File: config.mk
export PLATFORM = sky130hd
export DESIGN_NAME = load_threshold_monitor
export DESIGN_NICKNAME = d
export VERILOG_FILES = /design/src/load_threshold_pkg.sv /design/src/load_threshold_monitor.sv
export SDC_FILE = /design/constraint.sdc
export NUM_CORES = 2
export LEC_CHECK = 0
export BUFFER_PORTS_ARGS = -buffer_cell sky130_fd_sc_hd__buf_4
export CORE_MARGIN = 5
export CORE_UTILIZATION = 55
export CTS_BUF_LIST = sky130_fd_sc_hd__clkbuf_2 sky130_fd_sc_hd__clkbuf_4 sky130_fd_sc_hd__clkbuf_8
export CTS_CLUSTER_SIZE = 40
export DETAILED_ROUTE_END_ITERATION = 7
export HOLD_SLACK_MARGIN = 0.02
export PLACE_DENSITY = 0.84
export SLEW_MARGIN = 20
export SYNTH_ARGS = -nofsm -noshare
export SYNTH_HDL_FRONTEND = slang
export SYNTH_SLANG_ARGS = --single-unit
File: constraint.sdc
create_clock -name clk_sys -period 7.8 [get_ports clk_sys]
set_input_delay 0.78 -clock clk_sys [delete_from_list [all_inputs] [get_ports clk_sys]]
set_output_delay 0.78 -clock clk_sys [all_outputs]
set_load 0.01 [all_outputs]
File: src/load_threshold_pkg.sv
/*
 Constants for the load threshold monitor: register map, field layout,
 reset values and the time base. Assumes a 200 MHz system clock.
*/
package load_threshold_pkg;
    localparam int CLK_HZ = 200_000_000;
    localparam int SECOND_S = 1;
    localparam int CYCLES_PER_SECOND = CLK_HZ * SECOND_S;
    localparam logic [3:0] OFF_CTRL = 4'h0;
    localparam logic [3:0] OFF_LOWER = 4'h1;
    localparam logic [3:0] OFF_UPPER = 4'h2;
    localparam logic [3:0] OFF_RATED = 4'h3;
    localparam logic [3:0] OFF_STATUS = 4'h4;
    localparam logic [3:0] OFF_IRQ_STATUS = 4'h5;
    localparam logic [3:0] OFF_IRQ_MASK = 4'h6;
    localparam int CTRL_MODE_BIT = 0;
    localparam int CTRL_OUTFN_BIT = 1;
    localparam int CTRL_ENIN_BIT = 2;
    localparam int CTRL_SETTLE_LSB = 8;
    localparam int LOWER_DELAY_LSB = 8;
    localparam int UPPER_DELAY_LSB = 8;
    localparam logic [31:0] CTRL_RESET = 32'h0000_0000;
    localparam logic [31:0] THR_RESET = 32'h0000_0000;
    localparam logic [31:0] RATED_RESET = 32'h0000_0000;
    localparam int IRQ_ON_BIT = 0;
    localparam int IRQ_OFF_BIT = 1;
    localparam int IRQ_INVALID_BIT = 2;
    localparam int IRQ_W = 3;
    typedef enum logic [3:0] {
        ST_IDLE = 4'b0001,
        ST_SETTLE = 4'b0010,
        ST_RUN = 4'b0100,
        ST_HOLD = 4'b1000
    } mon_state_e;
endpackage : load_threshold_pkg
File: src/load_threshold_monitor.sv
/*
 Load threshold monitor: compares total active power with two percentage
 thresholds of rated power and drives one load threshold output.
 Assumes power and rated power in the same units, enable pin asynchronous,
 and an Avalon-MM master that holds its request until waitrequest is low.
*/
// What this block does
// - Control mode bit: zero watches low power, one watches high power.
// - Monitor stays inactive unless the threshold output function is assigned.
// - With an enable input assigned, monitor runs only while it is active.
// - A disabled monitor holds the threshold output inactive.
// - After enable activation, output rests for the settling delay in seconds.
// - Lower threshold is a percentage of rated power against measured power.
// - Upper threshold is a percentage of rated power against measured power.
// - Each threshold has its own qualification delay in seconds.
// - A zero threshold or lower not below upper disables the monitor.
// - The compared quantity is total active power of the generator set.
// - Low-power mode: output set after power stays below lower for its delay.
// - Low-power mode: output cleared after power stays above upper for its delay.
// - High-power mode: output cleared after power stays below lower for its delay.
// - High-power mode: output set after power stays above upper for its delay.
`timescale 1ns/1ps
module load_threshold_monitor
    import load_threshold_pkg::*;
#(
    parameter int POWER_W = 24,
    parameter int DELAY_W = 16,
    parameter int SEC_CYCLES = CYCLES_PER_SECOND
) (
    // Clock and reset
    input wire logic clk_sys,
    input wire logic resetn,
    // Avalon-MM slave
    input wire logic [3:0] address,
    input wire logic read,
    input wire logic write,
    input wire logic [31:0] writedata,
    input wire logic [3:0] byteenable,
    output logic [31:0] readdata,
    output logic waitrequest,
    // Measurement and pins
    input wire logic [POWER_W-1:0] total_power,
    input wire logic threshold_enable_input,
    output logic threshold_output_function,
    output logic irq
);
    typedef struct packed {
        logic [31:0] ctrl;
        logic [31:0] lower;
        logic [31:0] upper;
        logic [POWER_W-1:0] rated;
        logic [IRQ_W-1:0] irq_status;
        logic [IRQ_W-1:0] irq_mask;
        logic [31:0] rdata;
        logic ack;
        logic en_meta;
        logic en_sync;
        mon_state_e state;
        logic out;
        logic [31:0] tick_cnt;
        logic tick;
        logic [DELAY_W-1:0] settle_sec;
        logic [DELAY_W-1:0] low_sec;
        logic [DELAY_W-1:0] high_sec;
        logic was_valid;
    } state_s;

    state_s cur_reg, cur_next;

    function automatic logic [31:0] merge_bytes(input logic [31:0] old, input logic [31:0] wd,
                                                input logic [3:0] be);
        logic [31:0] r;
        r = old;
        for (int i = 0; i < 4; i++) begin
            if (be[i]) begin
                r[8*i +: 8] = wd[8*i +: 8];
            end
        end
        return r;
    endfunction : merge_bytes

    // Percent products kept wide: power times 100 must not wrap
    logic [POWER_W+7:0] power_pct;
    logic [POWER_W+7:0] low_lim;
    logic [POWER_W+7:0] high_lim;
    logic [7:0] lower_pct;
    logic [7:0] upper_pct;
    logic thr_valid;
    logic active;
    logic below;
    logic above;
    logic mode_high;
    logic [DELAY_W-1:0] settle_cfg;
    logic [DELAY_W-1:0] low_cfg;
    logic [DELAY_W-1:0] high_cfg;
    logic set_ev;
    logic clr_ev;

    assign lower_pct = cur_reg.lower[7:0];
    assign upper_pct = cur_reg.upper[7:0];
    assign mode_high = cur_reg.ctrl[CTRL_MODE_BIT];
    assign settle_cfg = cur_reg.ctrl[CTRL_SETTLE_LSB +: DELAY_W];
    assign low_cfg = cur_reg.lower[LOWER_DELAY_LSB +: DELAY_W];
    assign high_cfg = cur_reg.upper[UPPER_DELAY_LSB +: DELAY_W];
    assign power_pct = (POWER_W+8)'(total_power) * (POWER_W+8)'(100);
    assign low_lim = (POWER_W+8)'(cur_reg.rated) * (POWER_W+8)'(lower_pct);
    assign high_lim = (POWER_W+8)'(cur_reg.rated) * (POWER_W+8)'(upper_pct);
    assign thr_valid = (lower_pct != 8'h00) && (upper_pct != 8'h00) && (lower_pct < upper_pct);
    assign below = power_pct < low_lim;
    assign above = power_pct > high_lim;
    assign active = cur_reg.ctrl[CTRL_OUTFN_BIT] && thr_valid
                    && (!cur_reg.ctrl[CTRL_ENIN_BIT] || cur_reg.en_sync);

    always_comb begin
        cur_next = cur_reg;
        set_ev = 1'b0;
        clr_ev = 1'b0;
        cur_next.en_meta = threshold_enable_input;
        cur_next.en_sync = cur_reg.en_meta;
        // Second tick divider
        cur_next.tick = 1'b0;
        if (cur_reg.tick_cnt >= 32'(SEC_CYCLES - 1)) begin
            cur_next.tick_cnt = 32'h0000_0000;
            cur_next.tick = 1'b1;
        end else begin
            cur_next.tick_cnt = cur_reg.tick_cnt + 32'h0000_0001;
        end
        case (cur_reg.state)
            ST_IDLE: begin
                cur_next.out = 1'b0;
                cur_next.low_sec = '0;
                cur_next.high_sec = '0;
                cur_next.settle_sec = '0;
                if (active) begin
                    cur_next.state = cur_reg.ctrl[CTRL_ENIN_BIT] ? ST_SETTLE : ST_RUN;
                end
            end
            ST_SETTLE: begin
                cur_next.out = 1'b0;
                if (!active) begin
                    cur_next.state = ST_IDLE;
                end else if (cur_reg.settle_sec >= settle_cfg) begin
                    cur_next.state = ST_RUN;
                end else if (cur_reg.tick) begin
                    cur_next.settle_sec = cur_reg.settle_sec + DELAY_W'(1);
                end
            end
            ST_RUN, ST_HOLD: begin
                if (!active) begin
                    cur_next.state = ST_IDLE;
                    cur_next.out = 1'b0;
                end else begin
                    // Broken condition restarts its own timer
                    if (!below) begin
                        cur_next.low_sec = '0;
                    end else if (cur_reg.low_sec >= low_cfg) begin
                        cur_next.out = !mode_high;
                    end else if (cur_reg.tick) begin
                        cur_next.low_sec = cur_reg.low_sec + DELAY_W'(1);
                    end
                    if (!above) begin
                        cur_next.high_sec = '0;
                    end else if (cur_reg.high_sec >= high_cfg) begin
                        cur_next.out = mode_high;
                    end else if (cur_reg.tick) begin
                        cur_next.high_sec = cur_reg.high_sec + DELAY_W'(1);
                    end
                    cur_next.state = cur_next.out ? ST_HOLD : ST_RUN;
                end
            end
            default: begin
                cur_next.state = ST_IDLE;
                cur_next.out = 1'b0;
            end
        endcase
        if (cur_next.out && !cur_reg.out) begin
            set_ev = 1'b1;
        end
        if (!cur_next.out && cur_reg.out) begin
            clr_ev = 1'b1;
        end
        // Bus: one wait cycle, answer on the second edge
        cur_next.ack = (read || write) && !cur_reg.ack;
        if (read && !cur_reg.ack) begin
            case (address)
                OFF_CTRL: cur_next.rdata = cur_reg.ctrl;
                OFF_LOWER: cur_next.rdata = cur_reg.lower;
                OFF_UPPER: cur_next.rdata = cur_reg.upper;
                OFF_RATED: cur_next.rdata = 32'(cur_reg.rated);
                OFF_STATUS: cur_next.rdata = {24'h00_0000, cur_reg.state, 1'b0, cur_reg.en_sync,
                                              active, cur_reg.out};
                OFF_IRQ_STATUS: cur_next.rdata = 32'(cur_reg.irq_status);
                OFF_IRQ_MASK: cur_next.rdata = 32'(cur_reg.irq_mask);
                default: cur_next.rdata = 32'h0000_0000;
            endcase
        end
        if (write && cur_reg.ack) begin
            case (address)
                OFF_CTRL: cur_next.ctrl = merge_bytes(cur_reg.ctrl, writedata, byteenable);
                OFF_LOWER: cur_next.lower = merge_bytes(cur_reg.lower, writedata, byteenable);
                OFF_UPPER: cur_next.upper = merge_bytes(cur_reg.upper, writedata, byteenable);
                OFF_RATED: cur_next.rated = POWER_W'(merge_bytes(32'(cur_reg.rated), writedata, byteenable));
                OFF_IRQ_MASK: cur_next.irq_mask = IRQ_W'(merge_bytes(32'(cur_reg.irq_mask), writedata,
                                                                      byteenable));
                default: ;
            endcase
        end
        // Read clears status; a new event in the same cycle wins
        // Only bits the read reported are cleared; one set in the wait cycle survives
        if (read && cur_reg.ack && address == OFF_IRQ_STATUS) begin
            cur_next.irq_status = cur_reg.irq_status & ~cur_reg.rdata[IRQ_W-1:0];
        end
        if (set_ev) begin
            cur_next.irq_status[IRQ_ON_BIT] = 1'b1;
        end
        if (clr_ev) begin
            cur_next.irq_status[IRQ_OFF_BIT] = 1'b1;
        end
        if (cur_reg.was_valid && !thr_valid) begin
            cur_next.irq_status[IRQ_INVALID_BIT] = 1'b1;
        end
        cur_next.was_valid = thr_valid;
    end

    always_ff @(posedge clk_sys) begin
        if (!resetn) begin
            cur_reg <= '0;
            cur_reg.ctrl <= CTRL_RESET;
            cur_reg.lower <= THR_RESET;
            cur_reg.upper <= THR_RESET;
            cur_reg.rated <= POWER_W'(RATED_RESET);
            cur_reg.state <= ST_IDLE;
        end else begin
            cur_reg <= cur_next;
        end
    end

    assign readdata = cur_reg.rdata;
    assign waitrequest = (read || write) && !cur_reg.ack;
    assign threshold_output_function = cur_reg.out;
    assign irq = |(cur_reg.irq_status & cur_reg.irq_mask);
endmodule : load_threshold_monitor

Yosys cells after proc, flatten, opt, wreduce, memory -nomap -nowiden --
Index checks and enable logic that the tools add are counted.
Storage, ports and cells: input bits 69, flip-flop bits (word level) 248
Operators by class: $add $sub $neg 4, order comparisons 7, reduce and logical (&&, ||, !) cells 51, eq/ne operators 20, $mul 3, bitwise gates (word level) 4, multiplexer cells 33
Operators by type and width (count):
- 32-bit case mux with 7 select lines | 1
- 16-bit two-way mux | 9
- 24-bit by 8-bit multiplier with 32-bit output | 2
- 32-bit case mux with 2 select lines | 1
- 16-bit by 1-bit adder with 16-bit output (second input constant) | 3
- 16-bit greater-or-equal comparator | 3
- 3-bit AND reduction | 16
- 32-bit by 1-bit adder with 32-bit output (second input constant) | 1
- 32-bit by 28-bit greater-or-equal comparator with 1-bit output (second input constant) | 1
- 31-bit by 32-bit greater-than comparator with 1-bit output | 1
- 31-bit by 32-bit less-than comparator with 1-bit output | 1
- 32-bit two-way mux | 1
- 16-bit case mux with 2 select lines | 1
- 24-bit by 5-bit multiplier with 29-bit output (second input constant) | 1
- 4-bit by 3-bit equality test with 1-bit output (second input constant) | 4
- 4-bit two-way mux | 4
- 8-bit nonzero test | 2
- 3-bit != test (second input constant) | 5
- 5-bit case mux with 3 select lines | 1
- 4-bit by 2-bit equality test with 1-bit output (second input constant) | 3
- 1-bit logical AND | 12
- 1-bit two-way mux | 12
- 4-bit AND reduction | 3
- 2-bit != test (second input constant) | 5
- other kinds (15) | 29

Logic depth before layout (Yosys ltp) --
depth in word-level cells 14, mapped depth 36, gate-level depth less buffers 33

Worst setup path before layout --
OpenSTA, ideal clock, no wires.
kind register -> register, from reg cur_reg[187] (netlist bit), to reg cur_reg[24] (netlist bit), library setup time 0.070 ns, required time 7.730 ns, cell stages (with the launch flop) 33, clock period less this slack 7.715 ns, arrival 7.645 ns, buffers on the path 1, setup slack 0.085 ns, path through dfxtp_1 > clkbuf_1 > and2_1 > fa_1 > fa_1 > fa_1 > inv_1 > fa_1 > inv_1 > ha_1 > a21o_1 > a211o_1 > and3_1 > nor3_1 > a21oi_1 > a41o_1 > o41ai_1 > nand2b_1 > nand2b_1 > a21oi_1 > xor2_1 > ha_1 > nand3_1 > o22ai_1 > nor2_1 > o21ai_0 > nor3_1 > a21oi_1 > nor4bb_2 > o31ai_1 > a22o_4 > or4_1 > a21oi_1
On the way: word-level cells in the longest chain between the ends 7
RTL lines:
- from (decl) | line load_threshold_monitor.sv:68 | state_s cur_reg, cur_next;
- from (signal assigned) | line load_threshold_monitor.sv:234 | cur_reg <= cur_next;
- parallel branches: the longest is 7 deep, another holds 24-bit by 8-bit multiplier with 32-bit output
Parallel ways; which one is timed is not known. The select of a mux whose other input is x is not followed. A chain may end at the register's enable or synchronous reset.

Worst setup path in the final report --
from reg cur_reg[132] (netlist bit), to reg cur_reg[18] (netlist bit)
On the way: word-level cells in the longest chain between the ends 5
RTL lines:
- 24-bit by 8-bit multiplier with 32-bit output (*) | line load_threshold_monitor.sv:106 | assign low_lim = (POWER_W+8)'(cur_reg.rated) * (POWER_W+8)'(lower_pct);
- 31-bit by 32-bit less-than comparator with 1-bit output (*) | line load_threshold_monitor.sv:109 | assign below = power_pct < low_lim;
- 16-bit two-way mux | line load_threshold_monitor.sv:154 | if (!below) begin
- 32-bit two-way mux | line load_threshold_monitor.sv:149 | if (!active) begin
- 32-bit case mux with 2 select lines | line load_threshold_monitor.sv:128 | case (cur_reg.state)
Every way passes the cells marked *; elsewhere a longest branch is shown, timed or not. The select of a mux whose other input is x is not followed.

==> run_results.csv <==
group,metric,value,unit
critical_path,cp_slowest_stage_delay,580,ps
critical_path,crit_required,8250,ps
critical_path,cp.arrival,8340,ps
status,status,"finished, violations left",
sta,hold_viol,0,
critical_path,cp-startpoint,"cur_reg[132]",
clock_tree,cts_buffer_depth,3,
detailed_routing,drt_iter0_drc,2146,
placement,placed_cell_area,30100,um^2
cells_and_area,fillers,3539,
pwr,power.leakage,14.78,nW
pwr,ir_drop,121.3,uV
cells_and_area,final_util,65.34,%
die,die_h,233.4,um
die,start_util,55.83,%
cells_and_area,area_delta_synth_final,17.03,%
clock_tree,cts_tree,"built",
logic_synthesis,yosysMostFrequentCell,"inv_1",
logic_synthesis,synth_area_leader_cell,"fa_1",
global_routing,grtUsageTotal,24.87,%
pwr,p_seq_share,34.7,%
die,dieArea,54460,um^2
hold_path,hp-class,"register to register",
sta,worst_pin_slew,1145,ps
pwr,pwr-share-comb,30.1,%
pwr,p_sw,1.178,mW
sta,fin_skew,27.35,ps
pwr,p_int,2.481,mW
critical_path,crit_top_cell,"fa_1",
logic_synthesis,synth_area,27440,um^2
clock_tree,cts_made_buffers,38,
pwr,powerDensity,114.0,nW/um^2
logic_synthesis,synth-edff-count,0,
global_routing,grt_max_degree,92,
sta,fin_hold_ws,445.8,ps
logic_synthesis,ys_warn_count,0,
status,violations,"setup timing",
clock_tree,cts-root-buf,"clkbuf_8",
logic_synthesis,synth-main-ff-cell,"dfxtp_1",
logic_synthesis,synth_area_leaders,"fa_1 (21%), dfxtp_1 (18%), ha_1 (14%)",
pwr,p_clk_share,35.3,%
cells_and_area,num_antenna_cells,0,
clock_tree,path_clk_slew,70,ps
cells_and_area,multi_input_area,20710,um^2
placement,dp_hpwl,53960,um
sta,rsz0062_at_grt,"true",
clock_tree,cts_hold_buffers,0,
logic_synthesis,synthDistinctLibCells,73,
clock_tree,clock_latency,570,ps
global_routing,grt_pass1_vias,23090,
die,placeableCoreArea,49150,um^2
clock_tree,cts.sinks,248,
critical_path,cp_max_fo,9,
detailed_routing,wire_per_inst,18.12,um
sta,timing.fmax,0.1269,GHz
logic_synthesis,async_flop_share,0,%
cells_and_area,final_nets,4085,
sta,postLayoutSetupSlackWorst,-80.45,ps
global_routing,antenna_found_initial,0,
hold_path,worstHoldStart,"cur_next[87]",
critical_path,crit_slowest_cell,"or4_4",
detailed_routing,antenna_left,0,
sta,fin_crit_sh,101.0,%
sta,drv_slew,0,
logic_synthesis,yosys.area.top_type_share,20.65,%
global_routing,grt_pass1_wl,112700,um
pwr,switching_share,32.20,%
logic_synthesis,ys_seq_area_share,18.09,%
critical_path,cp-start-kind,"register",
sta,slew-limit-headroom,23.40,%
detailed_routing,viasPerCell,5.765,
cells_and_area,final_area,32120,um^2
sta,fin_crit,7880,ps
global_routing,grt-ovfl-total,0,
die,placementRows,81,
logic_synthesis,syn_avg_cell_area,8.570,um^2
cells_and_area,largest_reg_flops,214,
cells_and_area,seq_area,5042,um^2
job,maxCapViolCount,0,
die,io-pin-count,104,
detailed_routing,finalWirelength,74760,um
logic_synthesis,synth_cells,3202,
critical_path,worstSetupEndpointType,"register",
sta,finalSetupViolCount,15,
logic_synthesis,netlist_top_cells_count,"inv_1 (473), nor2_1 (304), ha_1 (298)",
clock_tree,htreeDepth,2,
die,die_width,233.4,um
detailed_routing,drc,0,
cells_and_area,drive_above_1_share,17.07,%
logic_synthesis,synth-seq-cells,248,
critical_path,worstSetupPathType,"register to register",
placement,io_buffers,103,
detailed_routing,dr.pass1.iters,6,
pwr,power,3.660,mW
detailed_routing,dr_total_vias,23790,
placement,place.gp.congestion,0.9316,
critical_path,rr_startpoint,"cur_reg[132]",
metal layers:
metal | vias to the layer above | routed length [um] | global-route usage [%]
met4 | 0 | 3917 | 8.919
met3 | 302 | 5370 | 3.087
li1 | 10890 | - | -
met2 | 1041 | 36690 | 42.86
met1 | 11550 | 28790 | 32.29
met5 | - | 0 | 0
placed cells by master, fill, tap and decap left out, drive strengths merged, types with 22 or more instances in the layout:
cell and n:
clkbuf 62, mux2i 133, a21oi 155, a22oi 50, nand3 48, xor2 65, nand4 41, and2 285
fa 283, nor2 304, and3 22, a21o 63, dfxtp 248, nand2 202, nor3 25, buf 342
o21ai 67, xnor2 60, inv 474, ha 298
logic make-up (layout without fill, tap and decap cells):
family	after synthesis	in the layout	share of synthesized area [%]
AND/OR/NAND/NOR	1023	1023	18.68
buffers and inverters	629	885	9.083
adder cells (fa/ha/maj)	581	581	34.23
AO/OA/AOI/OAI	460	461	10.98
flip-flops	248	248	18.09
multiplexers	135	135	4.933
XOR/XNOR	125	125	3.990
other	1	4	0.01367
final timing paths:
kind | end | slack (ps) | cells past startpoint
hold / removal | cur_reg[87] | 450 | 1
hold reg to reg | cur_reg[87] | 450 | 1
setup reg to reg | cur_reg[18] | -80 | 35
setup / recovery | cur_reg[18] | -80 | 35
worst max-delay path, delay by kind of cell, from the launching register on:
| family | cells | cell delay (ps) |
|---|---|---|
| buffers and inverters | 6 | 650 |
| adders and majority gates | 6 | 2610 |
| DFF | 1 | 370 |
| and+or+nand+nor | 8 | 1590 |
| xor gates and xnor gates | 1 | 60 |
| muxes | 1 | 190 |
| AOI/OAI and AO/OA | 13 | 2310 |
cell type report:
cell class              count  area share [%]
clock inverters             8          0.4636
clock buffers              59           2.353
flip-flops and latches    248           15.70
well taps                 664           2.587
inverters                 473           5.536
multi-input cells        2329           64.49
repair buffers            345           8.867
power groups by stage:
stage / registers [mW] / clock network (mW) / logic (mW)
after floorplan: 1.30 / 0 / 0.710
after global placement: 1.30 / 0 / 0.996
after detailed placement: 1.30 / 0 / 1.04
after CTS: 1.27 / 1.29 / 1.05
after global routing: 1.27 / 1.36 / 1.23
final: 1.27 / 1.29 / 1.10
per-stage QoR:
stage	worst slack, ps	std cells	setup TNS, ps
after floorplan	85.01	3205	0
after global placement	-171.5	4028	-1870
after detailed placement	-390.7	4028	-6108
after CTS	5.810	4099	0
after global routing	-307.5	4126	-5958
final	-80.45	4126	-673.8
repair_timing:
item,in CTS,in global routing
gates resized for setup,36,187
setup endpoints to repair,26,37
cloned,0,4
pin swaps,10,169
setup buffers,4,24
(Power assumes the default switching activity.)
